### src/pkg/sfb_cfg.svh
`ifndef SFB_CFG_SVH
`define SFB_CFG_SVH

// Frame layout
`define SFB_FRAME_BITS 5'h10
`define SFB_HDR_BITS 5'h08
`define SFB_MODE_BIT 3'h7
`define SFB_ADDR_W 7

// Register addresses
`define SFB_ADDR_SUP_A 7'h40
`define SFB_ADDR_SUP_B 7'h41
`define SFB_ADDR_THERM 7'h42
`define SFB_ADDR_DEV_INFO 7'h43
`define SFB_ADDR_BUS 7'h44
`define SFB_ADDR_WAKE_A 7'h46
`define SFB_ADDR_WAKE_B 7'h47
`define SFB_ADDR_WAKE_LVL 7'h48
`define SFB_ADDR_GPIO_OC 7'h54
`define SFB_ADDR_GPIO_OL 7'h55
`define SFB_ADDR_SWK 7'h70
`define SFB_ADDR_SWK_ECNT 7'h71
`define SFB_ADDR_CDR_A 7'h72
`define SFB_ADDR_CDR_B 7'h73
`define SFB_ADDR_FAM_ID 7'h7E

// Supply fail register fields
`define SFB_BIT_SUP_UV 6
`define SFB_BIT_SUP_OV 5
`define SFB_BIT_REG_OV 1
`define SFB_BIT_REG_WARN 0
`define SFB_SUP_A_RST 8'h00
`define SFB_SUP_A_KEEP 8'h63
`define SFB_SUP_A_MASK 8'h63

// Clearable masks of the other sticky registers
`define SFB_MASK_SUP_B 8'h9D
`define SFB_MASK_THERM 8'h0F
`define SFB_MASK_DEV_INFO 8'hC3
`define SFB_MASK_ALL 8'hFF
`define SFB_WD_LSB 2
`define SFB_NAUX 10
`define SFB_NLVL 3

// Arbitrary identification value
`define SFB_FAMILY_ID 8'h5A
`define SFB_PREWARN_TH 8'h80

// Host timing and registers
`define SFB_HALF_CYC 4'h8
`define SFB_HREG_CMD 5'h00
`define SFB_HREG_STATUS 5'h04
`define SFB_HREG_RXDATA 5'h08
`define SFB_HREG_IRQ_STAT 5'h0C
`define SFB_HREG_IRQ_MASK 5'h10

`endif

### src/pkg/sfb_link_if.sv
`timescale 1ns/1ns
interface sfb_link_if;
    logic csn_n;
    logic sclk;
    logic mosi;
    logic miso;
    modport dev (
        input csn_n,
        input sclk,
        input mosi,
        output miso
    );
    modport host (
        output csn_n,
        output sclk,
        output mosi,
        input miso
    );
endinterface

### src/sfb_dev.sv
// Summary of operation
// Frame: sixteen bits, address byte, data byte
// Data bits D0..D7 on frame bits 8..15
// Mode bit zero reads, no change
// Mode bit one clears addressed byte
// Flags latch; only watchdog count moves alone; the code also reads the levels at 48, 72, 73 live
// One address selects each status register
// Read-only identification register at 7E
// Reserved reads zero; read-only survives clear
// Supply undervoltage latches only regulator enabled
// Supply overvoltage latches only regulator enabled
// Regulator overvoltage latches bit one
// Below prewarning threshold latches bit zero
// Prewarning threshold fixed, separate from reset
// Supply fail register resets to zero
// Restart zeroes 7,4,3,2, keeps others
// Stop mode suspends undervoltage monitoring
// Stop mode monitors on peak or prewarning
// Overvoltage always monitored with charge pump
// Clear hits only clearable bits; set wins
//
// Local design decision: the address-and-strobe port.
`timescale 1ns/1ns
`include "sfb_cfg.svh"
module sfb_dev #(
    parameter logic [7:0] PREWARN_TH = `SFB_PREWARN_TH,
    parameter logic [7:0] FAMILY_ID = `SFB_FAMILY_ID,
    parameter int NAUX = `SFB_NAUX,
    parameter int NLVL = `SFB_NLVL
) (
    input logic clk,
    input logic sys_rst,
    sfb_link_if.dev link,
    input logic soft_reset,
    input logic restart,
    input logic stop_mode,
    input logic main_reg_enabled,
    input logic [7:0] main_reg_level,
    input logic sup_uv_detect,
    input logic sup_ov_detect,
    input logic main_reg_ov_detect,
    input logic load_above_peak,
    input logic charge_pump_enable,
    input logic [1:0] watchdog_failure_count,
    input logic [NAUX*8-1:0] aux_event,
    input logic [NLVL*8-1:0] aux_level,
    output logic [7:0] supply_fail_status
);

////////////////////////////////////////////////////////////////////////////////
// Sticky register table

localparam logic [6:0] AUX_ADDR [NAUX] = '{
    `SFB_ADDR_SUP_B, `SFB_ADDR_THERM, `SFB_ADDR_DEV_INFO, `SFB_ADDR_BUS,
    `SFB_ADDR_WAKE_A, `SFB_ADDR_WAKE_B, `SFB_ADDR_GPIO_OC,
    `SFB_ADDR_GPIO_OL, `SFB_ADDR_SWK, `SFB_ADDR_SWK_ECNT
};
localparam logic [7:0] AUX_MASK [NAUX] = '{
    `SFB_MASK_SUP_B, `SFB_MASK_THERM, `SFB_MASK_DEV_INFO, `SFB_MASK_ALL,
    `SFB_MASK_ALL, `SFB_MASK_ALL, `SFB_MASK_ALL,
    `SFB_MASK_ALL, `SFB_MASK_ALL, `SFB_MASK_ALL
};

////////////////////////////////////////////////////////////////////////////////
// Pin synchronisers

logic [1:0] csn_sync_reg;
logic [1:0] sclk_sync_reg;
logic [1:0] mosi_sync_reg;
logic csn_q_reg;
logic sclk_q_reg;

always_ff @(posedge clk) begin
    if (sys_rst) begin
        csn_sync_reg <= 2'h3;
        sclk_sync_reg <= 2'h0;
        mosi_sync_reg <= 2'h0;
        csn_q_reg <= 1'h1;
        sclk_q_reg <= 1'h0;
    end else begin
        csn_sync_reg <= {csn_sync_reg[0], link.csn_n};
        sclk_sync_reg <= {sclk_sync_reg[0], link.sclk};
        mosi_sync_reg <= {mosi_sync_reg[0], link.mosi};
        csn_q_reg <= csn_sync_reg[1];
        sclk_q_reg <= sclk_sync_reg[1];
    end
end

logic csn_fall;
logic csn_rise;
logic sclk_rise;
logic mosi_s;
assign csn_fall = ~csn_sync_reg[1] & csn_q_reg;
assign csn_rise = csn_sync_reg[1] & ~csn_q_reg;
assign sclk_rise = sclk_sync_reg[1] & ~sclk_q_reg & ~csn_sync_reg[1];
assign mosi_s = mosi_sync_reg[1];

////////////////////////////////////////////////////////////////////////////////
// Frame receiver

logic [4:0] bit_cnt_reg;
logic [7:0] hdr_reg;
logic [7:0] tx_reg;
logic [7:0] rd_byte;
logic [6:0] addr;
logic clr_now;

assign addr = hdr_reg[6:0];

always_ff @(posedge clk) begin
    if (sys_rst || csn_fall) begin
        bit_cnt_reg <= 5'h00;
        hdr_reg <= 8'h00;
    end else if (sclk_rise && bit_cnt_reg != `SFB_FRAME_BITS) begin
        if (bit_cnt_reg < `SFB_HDR_BITS) begin
            hdr_reg[bit_cnt_reg[2:0]] <= mosi_s;
        end
        bit_cnt_reg <= bit_cnt_reg + 5'h01;
    end
end

// Answer byte goes out on the second half of the frame
always_ff @(posedge clk) begin
    if (sys_rst || csn_fall) begin
        tx_reg <= 8'h00;
    end else if (sclk_rise) begin
        if (bit_cnt_reg == `SFB_HDR_BITS - 5'h01) begin
            tx_reg <= rd_byte;
        end else if (bit_cnt_reg >= `SFB_HDR_BITS) begin
            tx_reg <= {1'h0, tx_reg[7:1]};
        end
    end
end

assign link.miso = tx_reg[0];

// Only a complete frame with mode bit set clears
assign clr_now = csn_rise && bit_cnt_reg == `SFB_FRAME_BITS
    && hdr_reg[`SFB_MODE_BIT];

////////////////////////////////////////////////////////////////////////////////
// Supply fail register

logic [7:0] sup_a_reg;
logic [7:0] sup_set;
logic prewarn_now;
logic monitor_ext;
logic clr_sup;

assign prewarn_now = main_reg_enabled
    && main_reg_level < PREWARN_TH;
assign monitor_ext = ~stop_mode | load_above_peak
    | sup_a_reg[`SFB_BIT_REG_WARN];
assign clr_sup = clr_now && addr == `SFB_ADDR_SUP_A;

always_comb begin
    sup_set = 8'h00;
    sup_set[`SFB_BIT_SUP_UV] = main_reg_enabled & monitor_ext
        & sup_uv_detect;
    sup_set[`SFB_BIT_SUP_OV] = main_reg_enabled
        & (charge_pump_enable | monitor_ext) & sup_ov_detect;
    sup_set[`SFB_BIT_REG_OV] = main_reg_ov_detect;
    sup_set[`SFB_BIT_REG_WARN] = prewarn_now;
end

always_ff @(posedge clk) begin
    if (sys_rst || soft_reset) begin
        sup_a_reg <= `SFB_SUP_A_RST;
    end else if (restart) begin
        sup_a_reg <= (sup_a_reg | sup_set) & `SFB_SUP_A_KEEP;
    end else begin
        sup_a_reg <= ((sup_a_reg & ~(clr_sup ? `SFB_SUP_A_MASK : 8'h00))
            | sup_set) & `SFB_SUP_A_MASK;
    end
end

assign supply_fail_status = sup_a_reg;

////////////////////////////////////////////////////////////////////////////////
// Other sticky registers

logic [7:0] aux_reg [NAUX];

for (genvar i = 0; i < NAUX; i++) begin : g_aux
    logic hit;
    assign hit = clr_now && addr == AUX_ADDR[i];
    always_ff @(posedge clk) begin
        if (sys_rst || soft_reset) begin
            aux_reg[i] <= 8'h00;
        end else begin
            aux_reg[i] <= ((aux_reg[i] & ~(hit ? AUX_MASK[i] : 8'h00))
                | aux_event[i*8 +: 8]) & AUX_MASK[i];
        end
    end
end

////////////////////////////////////////////////////////////////////////////////
// Read multiplexer

always_comb begin
    rd_byte = 8'h00;
    case (addr)
        `SFB_ADDR_SUP_A: begin
            rd_byte = sup_a_reg;
        end
        `SFB_ADDR_WAKE_LVL: begin
            rd_byte = aux_level[7:0];
        end
        `SFB_ADDR_CDR_A: begin
            rd_byte = aux_level[15:8];
        end
        `SFB_ADDR_CDR_B: begin
            rd_byte = aux_level[23:16];
        end
        `SFB_ADDR_FAM_ID: begin
            rd_byte = FAMILY_ID;
        end
        default: begin
            rd_byte = 8'h00;
        end
    endcase
    for (int i = 0; i < NAUX; i++) begin
        if (addr == AUX_ADDR[i]) begin
            rd_byte = aux_reg[i];
        end
    end
    if (addr == `SFB_ADDR_DEV_INFO) begin
        rd_byte[`SFB_WD_LSB +: 2] = watchdog_failure_count;
    end
end

endmodule

### src/flat_wrapper.sv
// flat-port wrapper written by rule: the top's interface ports become plain ports
module sfb_dev_flat 
#(
    parameter logic [7:0] PREWARN_TH = `SFB_PREWARN_TH,
    parameter logic [7:0] FAMILY_ID = `SFB_FAMILY_ID,
    parameter int NAUX = `SFB_NAUX,
    parameter int NLVL = `SFB_NLVL
)
  (clk, sys_rst, soft_reset, restart, stop_mode, main_reg_enabled, main_reg_level, sup_uv_detect, sup_ov_detect, main_reg_ov_detect, load_above_peak, charge_pump_enable, watchdog_failure_count, aux_event, aux_level, supply_fail_status, link_csn_n, link_sclk, link_mosi, link_miso);
  sfb_link_if link_i ();
  input logic clk;
  input logic sys_rst;
  input logic soft_reset;
  input logic restart;
  input logic stop_mode;
  input logic main_reg_enabled;
  input logic [7:0] main_reg_level;
  input logic sup_uv_detect;
  input logic sup_ov_detect;
  input logic main_reg_ov_detect;
  input logic load_above_peak;
  input logic charge_pump_enable;
  input logic [1:0] watchdog_failure_count;
  input logic [NAUX*8-1:0] aux_event;
  input logic [NLVL*8-1:0] aux_level;
  output logic [7:0] supply_fail_status;
  input wire logic [$bits(link_i.csn_n)-1:0] link_csn_n;
  input wire logic [$bits(link_i.sclk)-1:0] link_sclk;
  input wire logic [$bits(link_i.mosi)-1:0] link_mosi;
  output wire logic [$bits(link_i.miso)-1:0] link_miso;
  assign link_i.csn_n = link_csn_n;
  assign link_i.sclk = link_sclk;
  assign link_i.mosi = link_mosi;
  assign link_miso = link_i.miso;
  sfb_dev #(.PREWARN_TH(PREWARN_TH), .FAMILY_ID(FAMILY_ID), .NAUX(NAUX), .NLVL(NLVL)) u_core (.clk(clk), .sys_rst(sys_rst), .link(link_i), .soft_reset(soft_reset), .restart(restart), .stop_mode(stop_mode), .main_reg_enabled(main_reg_enabled), .main_reg_level(main_reg_level), .sup_uv_detect(sup_uv_detect), .sup_ov_detect(sup_ov_detect), .main_reg_ov_detect(main_reg_ov_detect), .load_above_peak(load_above_peak), .charge_pump_enable(charge_pump_enable), .watchdog_failure_count(watchdog_failure_count), .aux_event(aux_event), .aux_level(aux_level), .supply_fail_status(supply_fail_status));
endmodule
### config.mk
export PLATFORM = sky130hd
export DESIGN_NAME = sfb_dev_flat
export DESIGN_NICKNAME = d
export VERILOG_FILES = /design/src/pkg/sfb_link_if.sv /design/src/sfb_dev.sv /design/src/flat_wrapper.sv
export VERILOG_INCLUDE_DIRS = /design/src /design/src/pkg
export SDC_FILE = /design/constraint.sdc
export NUM_CORES = 1
export LEC_CHECK = 0
export ABC_AREA = 1
export BUFFER_PORTS_ARGS = -buffer_cell sky130_fd_sc_hd__buf_4
export CELL_PAD_IN_SITES_DETAIL_PLACEMENT = 1
export CELL_PAD_IN_SITES_GLOBAL_PLACEMENT = 1
export CORE_ASPECT_RATIO = 0.9
export CORE_MARGIN = 2
export CORE_UTILIZATION = 32
export CTS_CLUSTER_DIAMETER = 80
export DETAILED_ROUTE_END_ITERATION = 10
export PLACE_DENSITY = 0.86
export SYNTH_ARGS = -nofsm -noshare
export SYNTH_HDL_FRONTEND = slang
export SYNTH_SLANG_ARGS = --single-unit
### constraint.sdc
create_clock -name clk -period 1.5 [get_ports clk]
set_input_delay 0.15 -clock clk [delete_from_list [all_inputs] [get_ports clk]]
set_output_delay 0.15 -clock clk [all_outputs]
set_load 0.005 [all_outputs]
==> impl_metrics.env, run 1 <==
export IMPL_critPathLaunchType="flop"
export IMPL_synth_top_area_share_pct=45.1
export IMPL_grt_max_degree=68
export IMPL_gp_congestion=0.839
export IMPL_rsz0062_at_grt="true"
export IMPL_overflow=0
export IMPL_syn2layout_area_growth_pct=71.4
export IMPL_cts_sinks=102
export IMPL_synth_edf_count=0
export IMPL_placed_area_sq_um=6010
export IMPL_yosys_warnings=0
export IMPL_synth_top_cell_by_area="dfxtp_1"
export IMPL_powerDensity_nw_per_um2=786
export IMPL_min_period_over_period_pct=144
export IMPL_hp_class="input pin to flop"
export IMPL_cp_max_fo=6
export IMPL_multiInputGateArea_sq_um=2890
export IMPL_yosysSeqAreaShare_pct=45.1
export IMPL_die_w_um=129
export IMPL_r2r_slack_ns=-0.66
export IMPL_rows=41
export IMPL_track_usage_pct=27.6
export IMPL_num_antenna_cells=0
export IMPL_fillers=1663
export IMPL_final_nets=1007
export IMPL_regArea_sq_um=2070
export IMPL_numCtsBuffers=9
export IMPL_arrival_ns=2.46
export IMPL_vias=5764
export IMPL_synth_flop_cell="dfxtp_1"
export IMPL_peakVddDrop_mv=0.626
export IMPL_fin_setup_tns_ns=-23.38
export IMPL_failed_checks="setup timing"
export IMPL_design_area_sq_um=7750
export IMPL_io_pins=137
export IMPL_cts_htree_levels=3
export IMPL_die_area_sq_um=15100
export IMPL_wirelength_mm=23.6
export IMPL_criticalPathCategory="flop to flop"
export IMPL_path_clk_slew_ns=0.08
export IMPL_hold_ws_ns=0.00271
export IMPL_largest_reg_flops=69
export IMPL_cts_root_buf="clkbuf_16"
export IMPL_post_route_drc_count=0
export IMPL_viasPerCell=5.36
export IMPL_finalHoldViolCount=0
export IMPL_grt_pass1_vias=5910
export IMPL_finalSetupViolations=85
export IMPL_leakage_nw=3.31
export IMPL_yosys_top_cells_area="dfxtp_1, a21oi_1, nand2_1"
export IMPL_max_cap_violations=0
export IMPL_synth_area_per_cell_sq_um=7.08
export IMPL_fin_skew_ns=0.0143
export IMPL_timing_final_ws_setup_ns=-0.659
export IMPL_outcome="finished, violations left"
export IMPL_synth_seq_cells=102
export IMPL_finalPower_mw=6.09
export IMPL_period_minus_slack_ns=2.16
export IMPL_synthTopCellsByCount="nand2_1, nor2_1, a21oi_1"
export IMPL_setup_worst_path_start="u_core.hdr_reg[5]"
export IMPL_start_util_pct=32.5
export IMPL_synthArstFlopShare_pct=0
export IMPL_max_freq_mhz=463
export IMPL_synth_cells=639
export IMPL_die_height_um=117
export IMPL_grt_pass1_wl_mm=31.4
export IMPL_coreArea_sq_um=13900
export IMPL_cts_tree="yes"
export IMPL_r2r_end="u_core.tx_reg[4]"
export IMPL_synth_most_common_cell="nand2_1"
export IMPL_ys_types=32
export IMPL_dp_hpwl_mm=12.0
export IMPL_antenna_found_initial=0
export IMPL_reg2reg_depth=13
export IMPL_ant_nets=0
export IMPL_numPortBuffers=114
export IMPL_post_place_ws_ns=-0.471
export IMPL_drt_iter0_markers=387
export IMPL_clock_latency_ns=0.37
export IMPL_drt_pre_antenna_iters=5
export IMPL_layout_drive_gt1_share_pct=45.4
export IMPL_crit_end="u_core.tx_reg[4]"
export IMPL_r2r_start="u_core.hdr_reg[5]"
export IMPL_maxSlewViolCount=0
export IMPL_routedWlPerCell_um=22.0
export IMPL_hold_depth=3
export IMPL_syn_area_sq_um=4520
export IMPL_clockBufferDepth=2
export IMPL_cp_data_required_time_ns=1.80
export IMPL_worstSetupEndpointType="flop"
kinds of logic after synthesis:
family                   count (synthesis)  synth area share (%)
adder cells (fa/ha/maj)                  2                 0.553
buffers and inverters                   78                  6.83
AO/OA/AOI/OAI                          133                  15.4
other                                    1                0.0829
AND/OR/NAND/NOR                        323                  32.0
flip-flops                             102                  45.1
layer usage:
metal | up-vias | global-route usage [%] | wire length [um]
met1 | 2767 | 31.2 | 9050
met5 | - | 0 | 0
met3 | 105 | 6.82 | 1630
li1 | 2560 | - | -
met2 | 332 | 48.2 | 11600
met4 | 0 | 15.3 | 1360
critical path: stages (launching register included):
cell and delay (ns):
dfxtp_4 0.37, nor2_4 0.13, nand2_4 0.09, buf_12 0.14, nor3_4 0.33, buf_4 0.18, a21oi_2 0.03, nand3_1 0.13
nand2_2 0.10, nand4_1 0.16, nor2_1 0.08, nand2_1 0.10, nand2_1 0.10, a21oi_2 0.16
worst min path at each step:
stage,from,end
CTS,aux_event[32],u_core.aux_reg[2][0]
global placement,link_csn_n,u_core.csn_sync_reg[0]
finish,aux_event[29],u_core.aux_reg[1][13]
floorplan,link_csn_n,u_core.csn_sync_reg[0]
detailed placement,link_csn_n,u_core.csn_sync_reg[0]
global route,aux_event[48],u_core.aux_reg[3][0]
power breakdown:
part	internal, mW	switching [mW]	total, mW
Sequential	2.80	0.107	2.91
Clock	1.32	1.21	2.53
Combinational	0.376	0.275	0.651
Total	4.50	1.59	6.09
cells in the final DEF (no fill, tap or decap), types with 3 or more instances in the layout:
cell type,count
buf_4,187
nor2_1,102
nand2_1,98
dfxtp_1,92
a21oi_2,68
inv_1,45
dlygate4sd3_1,38
a21oi_1,30
nand3_1,25
nor2_2,17
nand4_1,15
nand2_2,15
nor2_4,13
inv_2,12
a21oi_4,11
o21ai_0,11
buf_6,11
nand2_8,9
clkbuf_16,9
o21ai_1,6
or2_2,5
nor3_2,5
buf_12,5
dfxtp_2,5
dfxtp_4,5
nor3_4,4
nand2_4,4
nor3_1,4
conb_1,4
inv_4,3
final cells by class:
class,count,share of cell area (%)
clock buffer,9,2.91
clock inverter,7,1.07
inverter,61,3.05
multi-input combinational,462,37.3
sequential,102,26.7
tap,193,3.12
timing repair buffer,241,25.9
per-stage QoR:
stage	util [%]	std cells
2_1_floorplan	-	642
3_3_place_gp	43.3	988
3_5_place_dp	43.3	988
4_1_cts	52.8	1059
5_1_grt	55.8	1075
6_report	55.8	1075
timing repair:
action                     in CTS  in global routing
hold endpoints to repair       38                  0
setup buffers                  16                 17
pin swaps                      20                 48
hold buffers                   38                  0
setup endpoints to repair      82                 91
gates cloned                    1                  0
resized for setup             135                 82
Note: power is estimated with default switching activity, not from simulation.
==> inputs of run 2 (changes only) <==
CORE_UTILIZATION = 36   (was 32)
PLACE_DENSITY = not set   (was 0.86)
PLACE_DENSITY_LB_ADDON = 0.12   (was not set)
clock period = 2 ns   (was 1.5 ns; I/O delays follow)
==> run 2 against run 1 <==
Effect of this change:
- the flow now finishes without violations
- combinational power fell by 49%
- sequential power is 26% lower
- global-route usage decreased by 5.7 points
- hold slack improved by 0.033 ns
- sequential share of layout area grew 7.3 points
- first-iteration DRC count fell by 42%
- final cell count down 13%
- worst setup slack improved by 0.75 ns
- routed wire length down 39%
- critical path type unchanged
- highest routed layer unchanged
==> impl_metrics.env, run 2 (synthesized netlist as in run 1, its figures left out) <==
export IMPL_crit_path_cell_trace="inv_1, ha_1, nand4_1, nor3_1, buf_4, nand2_1, a21oi_1, nor2_1"
export IMPL_crit_cells=8
export IMPL_cts_root_buf="clkbuf_16"
export IMPL_arrival_ns=2.13
export IMPL_track_usage_pct=21.9
export IMPL_post_route_drc_count=0
export IMPL_vias=4634
export IMPL_final_nets=904
export IMPL_wirelength_mm=14.5
export IMPL_die_w_um=122
export IMPL_drt_iter0_markers=224
export IMPL_max_slew_worst_pin_slew_ns=0.754
export IMPL_die_area_sq_um=13500
export IMPL_maxSlewViolCount=0
export IMPL_worstSetupEndpointType="flop"
export IMPL_start_util_pct=37.2
export IMPL_crit_path_top_delay_cell="dfxtp_1"
export IMPL_grt_met1_usage_pct=27.1
export IMPL_grt_util_met3_pct=4.78
export IMPL_layout_drive_gt1_share_pct=25.4
export IMPL_grt_pass1_vias=4803
export IMPL_period_minus_slack_ns=1.91
export IMPL_worst_path_dominant_cell_family="simple AND/OR/NAND/NOR gates"
export IMPL_cts_tree="yes"
export IMPL_r2r_start="u_core.bit_cnt_reg[1]"
export IMPL_criticalPathCategory="flop to flop"
export IMPL_met2_usage_pct=39.3
export IMPL_num_antenna_cells=0
export IMPL_multiInputGateArea_sq_um=2200
export IMPL_path_clk_slew_ns=0.07
export IMPL_numCtsBuffers=9
export IMPL_die_height_um=110
export IMPL_r2r_end="u_core.aux_reg[3][11]"
export IMPL_max_cap_violations=0
export IMPL_fillers=1557
export IMPL_finalHoldViolCount=0
export IMPL_max_freq_mhz=524
export IMPL_cp_data_required_time_ns=2.22
export IMPL_post_place_ws_ns=0.00890
export IMPL_rows=38
export IMPL_outcome="completed"
export IMPL_max_stage_delay_ns=0.37
export IMPL_overflow=0
export IMPL_viasPerCell=4.94
export IMPL_drt_pre_antenna_iters=6
export IMPL_setup_worst_path_start="u_core.bit_cnt_reg[1]"
export IMPL_routedWlPerCell_um=15.4
export IMPL_cts_sinks=102
export IMPL_largest_reg_flops=69
export IMPL_powerDensity_nw_per_um2=734
export IMPL_regArea_sq_um=2060
export IMPL_syn2layout_area_growth_pct=33.7
export IMPL_peakVddDrop_mv=0.618
export IMPL_busiest_layer="met2"
export IMPL_cp_max_fo=11
export IMPL_clock_latency_ns=0.36
export IMPL_path_buf_inv=2
export IMPL_gp_congestion=0.836
export IMPL_antenna_found_initial=0
export IMPL_finalSetupViolations=0
export IMPL_final_common_cell="buf_4"
export IMPL_cts_htree_levels=3
export IMPL_fin_skew_ns=0.00991
export IMPL_coreArea_sq_um=12200
export IMPL_dp_hpwl_mm=11.4
export IMPL_io_pins=137
export IMPL_timing_final_ws_setup_ns=0.0905
export IMPL_rsz0062_at_grt="true"
export IMPL_mostFrequentLayoutCells="buf_4, nand2_1, nor2_1"
export IMPL_slew_headroom_pct=49.7
export IMPL_critPathLaunchType="flop"
export IMPL_crit_end="u_core.aux_reg[3][11]"
export IMPL_r2r_slack_ns=0.09
export IMPL_ant_nets=0
export IMPL_clockBufferDepth=2
export IMPL_numPortBuffers=114
export IMPL_grt_pass1_wl_mm=22.7
export IMPL_hp_class="input pin to flop"
export IMPL_leakage_nw=2.70
export IMPL_fin_setup_tns_ns=0
export IMPL_grt_max_degree=74
export IMPL_min_period_over_period_pct=95.5
export IMPL_reg2reg_depth=8
==> run 2: cell types whose count changed in the layout (fill, tap and decap cells not counted), moves of 8 or more <==
cell | previous run | this run
a21oi_1 | 30 | 104
inv_2 | 12 | 4
buf_6 | 11 | 0
dlygate4sd3_1 | 38 | 0
nand2_8 | 9 | 0
a21oi_2 | 68 | 5
buf_4 | 187 | 138
nor2_2 | 17 | 6
nand2_1 | 98 | 119
inv_1 | 45 | 56
a21oi_4 | 11 | 0
nor2_1 | 102 | 119
nand2_2 | 15 | 6
==> run 2: how the worst min path moves through the flow <==
stage / endpoint / depth (start not counted) / from
after floorplan: u_core.csn_sync_reg[0] / 1 / link_csn_n
after global placement: u_core.csn_sync_reg[0] / 2 / link_csn_n
after detailed placement: u_core.csn_sync_reg[0] / 2 / link_csn_n
after CTS: u_core.csn_sync_reg[0] / 2 / link_csn_n
after global routing: u_core.csn_sync_reg[0] / 2 / link_csn_n
final: u_core.csn_sync_reg[0] / 2 / link_csn_n
==> run 2: what timing repair did <==
action / in CTS / in global routing
hold buffers: 0 / 0
buffers inserted: 0 / 0
endpoints found under the setup margin: 1 / 31
gates resized for setup: 1 / 13
==> run 2: through the flow <==
stage	hold WS, ns	util, %	instance area [sq um]	power [mW]	instances
6_report	0.0352	49.7	6050	4.44	939
5_1_grt	0.0302	49.7	6050	4.61	939
4_1_cts	0.0264	49.5	6020	4.49	939
3_5_place_dp	0.394	46.8	5690	2.53	923
3_3_place_gp	0.385	46.8	5690	2.51	923
2_1_floorplan	0.304	-	4530	2.31	642
==> run 2: area by class of cell <==
cell class                 count  area share [%]
inverter                      61            3.78
multi-input combinational    462            36.3
sequential                   102            34.0
clock buffer                  11            4.01
clock inverter                 5            1.47
tap                          160            3.31
timing repair buffer         138            17.1
==> run 2: layer usage <==
layer | vias up | routed length, um
met5 | - | 0
met4 | 0 | 121
met3 | 9 | 621
met2 | 87 | 7120
met1 | 2194 | 6630
li1 | 2344 | -
==> run 2: power breakdown <==
group          leakage [nW]  internal [mW]  switching (mW)  total (mW)
Sequential            0.840           2.10          0.0443        2.15
Clock                 0.163           1.15           0.813        1.96
Combinational          1.70          0.195           0.135       0.329
==> run 2: worst reg2reg max path, cell delays in order (launching register included) <==
cell	delay, ns
dfxtp_1	0.37
inv_1	0.13
ha_1	0.17
nand4_1	0.13
nor3_1	0.16
buf_4	0.25
nand2_1	0.26
a21oi_1	0.25
nor2_1	0.05
==> inputs of run 3 (changes only) <==
==> constraint.sdc (replaced) <==
create_clock -name clk -period 2 [get_ports clk]
set_input_delay 0.1 -clock clk [delete_from_list [all_inputs] [get_ports clk]]
set_output_delay 0.1 -clock clk [all_outputs]
set_load 0.005 [all_outputs]
==> run 3 against run 2 <==
Effect of this change:
- non-clock buffer count rose by 79
- power rose by 2.3%
- via count rose by 9.0%
- largest power group unchanged
- sequential share of layout area fell by 4.1 points
- highest routed layer unchanged
- hold slack improved by 0.0040 ns
- flip-flop and latch count did not move
- first-iteration DRC count rose by 16%
- clock power barely moved
- clock-buffer cell count fell by 1
- design area rose by 14%
==> impl_metrics.env, run 3 (synthesized netlist as in run 1, its figures left out) <==
export IMPL_finalSetupViolations=0
export IMPL_start_util_pct=37.2
export IMPL_numPortBuffers=114
export IMPL_fillers=1527
export IMPL_drt_pre_antenna_iters=5
export IMPL_die_height_um=110
export IMPL_leakage_nw=3.04
export IMPL_die_w_um=122
export IMPL_max_slew_worst_pin_slew_ns=0.782
export IMPL_grt_pass1_wl_mm=26.2
export IMPL_vias=5053
export IMPL_final_nets=983
export IMPL_clock_latency_ns=0.36
export IMPL_powerDensity_nw_per_um2=661
export IMPL_crit_end="u_core.tx_reg[3]"
export IMPL_gp_congestion=0.847
export IMPL_ant_nets=0
export IMPL_r2r_start="u_core.hdr_reg[0]"
export IMPL_rsz0062_at_grt="true"
export IMPL_crit_path_cell_trace="inv_1, nand2_1, buf_4, nor3_4, buf_4, nand2_1, nand2_1, nand4_1, nor2_1, nand3_1, nand2_1, a21oi_1"
export IMPL_rows=38
export IMPL_peakVddDrop_mv=0.535
export IMPL_max_stage_delay_ns=0.37
export IMPL_cts_sinks=102
export IMPL_cp_data_required_time_ns=2.22
export IMPL_regArea_sq_um=2060
export IMPL_dp_hpwl_mm=11.4
export IMPL_maxSlewViolCount=0
export IMPL_critPathLaunchType="flop"
export IMPL_cts_htree_levels=3
export IMPL_die_area_sq_um=13500
export IMPL_cts_tree="yes"
export IMPL_final_common_cell="buf_4"
export IMPL_max_cap_violations=0
export IMPL_final_core_util_pct=56.4
export IMPL_track_usage_pct=25.4
export IMPL_crit_cells=12
export IMPL_outcome="completed"
export IMPL_criticalPathCategory="flop to flop"
export IMPL_overflow=0
export IMPL_coreArea_sq_um=12200
export IMPL_arrival_ns=2.13
export IMPL_antenna_found_initial=0
export IMPL_slew_headroom_pct=47.8
export IMPL_path_buf_inv=3
export IMPL_max_freq_mhz=525
export IMPL_hp_class="input pin to flop"
export IMPL_largest_reg_flops=69
export IMPL_period_minus_slack_ns=1.90
export IMPL_num_antenna_cells=0
export IMPL_fin_skew_ns=0.00896
export IMPL_syn2layout_area_growth_pct=51.9
export IMPL_worstSetupEndpointType="flop"
export IMPL_crit_path_frequent_cell="nand2_1"
export IMPL_cts_root_buf="clkbuf_16"
export IMPL_clockBufferDepth=2
export IMPL_grt_pass1_vias=5340
export IMPL_crit_path_top_delay_cell="dfxtp_4"
export IMPL_cp_max_fo=7
export IMPL_path_clk_slew_ns=0.07
export IMPL_finalPower_mw=4.54
export IMPL_numCtsBuffers=9
export IMPL_layout_drive_gt1_share_pct=24.6
export IMPL_reg2reg_depth=12
export IMPL_viasPerCell=4.96
export IMPL_finalHoldViolCount=0
export IMPL_min_period_over_period_pct=95.2
export IMPL_post_route_drc_count=0
export IMPL_routedWlPerCell_um=16.5
export IMPL_wirelength_mm=16.8
export IMPL_setup_worst_path_start="u_core.hdr_reg[0]"
export IMPL_grt_max_degree=74
export IMPL_io_pins=137
export IMPL_drt_iter0_markers=260
export IMPL_worst_path_dominant_cell_family="simple AND/OR/NAND/NOR gates"
export IMPL_multiInputGateArea_sq_um=2240
export IMPL_r2r_end="u_core.tx_reg[3]"
export IMPL_r2r_slack_ns=0.1
export IMPL_mostFrequentLayoutCells="buf_4, nor2_1, nand2_1"
[run 3: cell count changes in the layout (fill, tap and decap cells not counted), sizes merged]
cell,previous run,this run
inv,63,62
clkinvlp,0,1
buf,138,140
dlygate4sd3,0,77
clkbuf,11,10
clkinv,1,2
[run 3: layout make-up]
class	instances	area share [%]
tap	160	2.91
inverter	61	3.33
sequential	102	29.9
clock buffer	10	3.33
multi-input combinational	462	32.6
timing repair buffer	217	26.5
clock inverter	6	1.35
[run 3: metal layers]
layer  part of all wire, %  up-vias  wire length, um  GRT usage, %
met2                    52       97             8680          48.2
met5                     0        -                0             0
li1                      -     2500                -             -
met3                   3.7       18              630          5.20
met1                    43     2438             7250          29.5
met4                   1.7        0              279          5.75
[run 3: stage by stage]
stage / TNS (ns) / worst slack (ns) / cell area, sq um / hold slack, ns / instances
after floorplan: 0 / 0.457 / 4530 / 0.204 / 642
after global placement: 0 / 0.0866 / 5670 / 0.286 / 920
after detailed placement: -0.00747 / -0.00747 / 5670 / 0.294 / 920
after CTS: 0 / 0.00989 / 6770 / 0.0172 / 1013
after global routing: -0.0783 / -0.0461 / 6870 / 0.0609 / 1018
final: 0 / 0.0956 / 6870 / 0.0393 / 1018
[run 3: timing repair]
item                                   CTS  global route
pin swaps                                0             4
hold buffers                            77             0
setup endpoints to repair                2            41
resized for setup                        6            21
endpoints found under the hold margin   77             0
setup buffers                            0             5
[run 3: worst min path at each step]
| stage | slack (ns) | startpoint | to | cells past startpoint |
|---|---|---|---|---|
| 4_1_cts | 0.02 | main_reg_enabled | u_core.supply_fail_status[0] | 3 |
| 2_1_floorplan | 0.20 | link_csn_n | u_core.csn_sync_reg[0] | 1 |
| 6_report | 0.04 | main_reg_enabled | u_core.supply_fail_status[0] | 3 |
| 3_3_place_gp | 0.29 | link_csn_n | u_core.csn_sync_reg[0] | 2 |
| 5_1_grt | 0.06 | sup_uv_detect | u_core.supply_fail_status[6] | 3 |
| 3_5_place_dp | 0.29 | link_csn_n | u_core.csn_sync_reg[0] | 2 |
[run 3: tightest hold or removal path, delay by kind of cell]
kind                   cells  cell delay [ns]
buffers and inverters      1             0.12
and+or+nand+nor            1             0.06
AOI/OAI and AO/OA          1             0.06
[run 3: where the power goes]
part           leakage, nW  internal (mW)  switching [mW]
clock                0.155           1.11           0.818
combinational         2.04          0.293           0.173
sequential           0.840           2.10          0.0466
total                 3.04           3.51            1.04
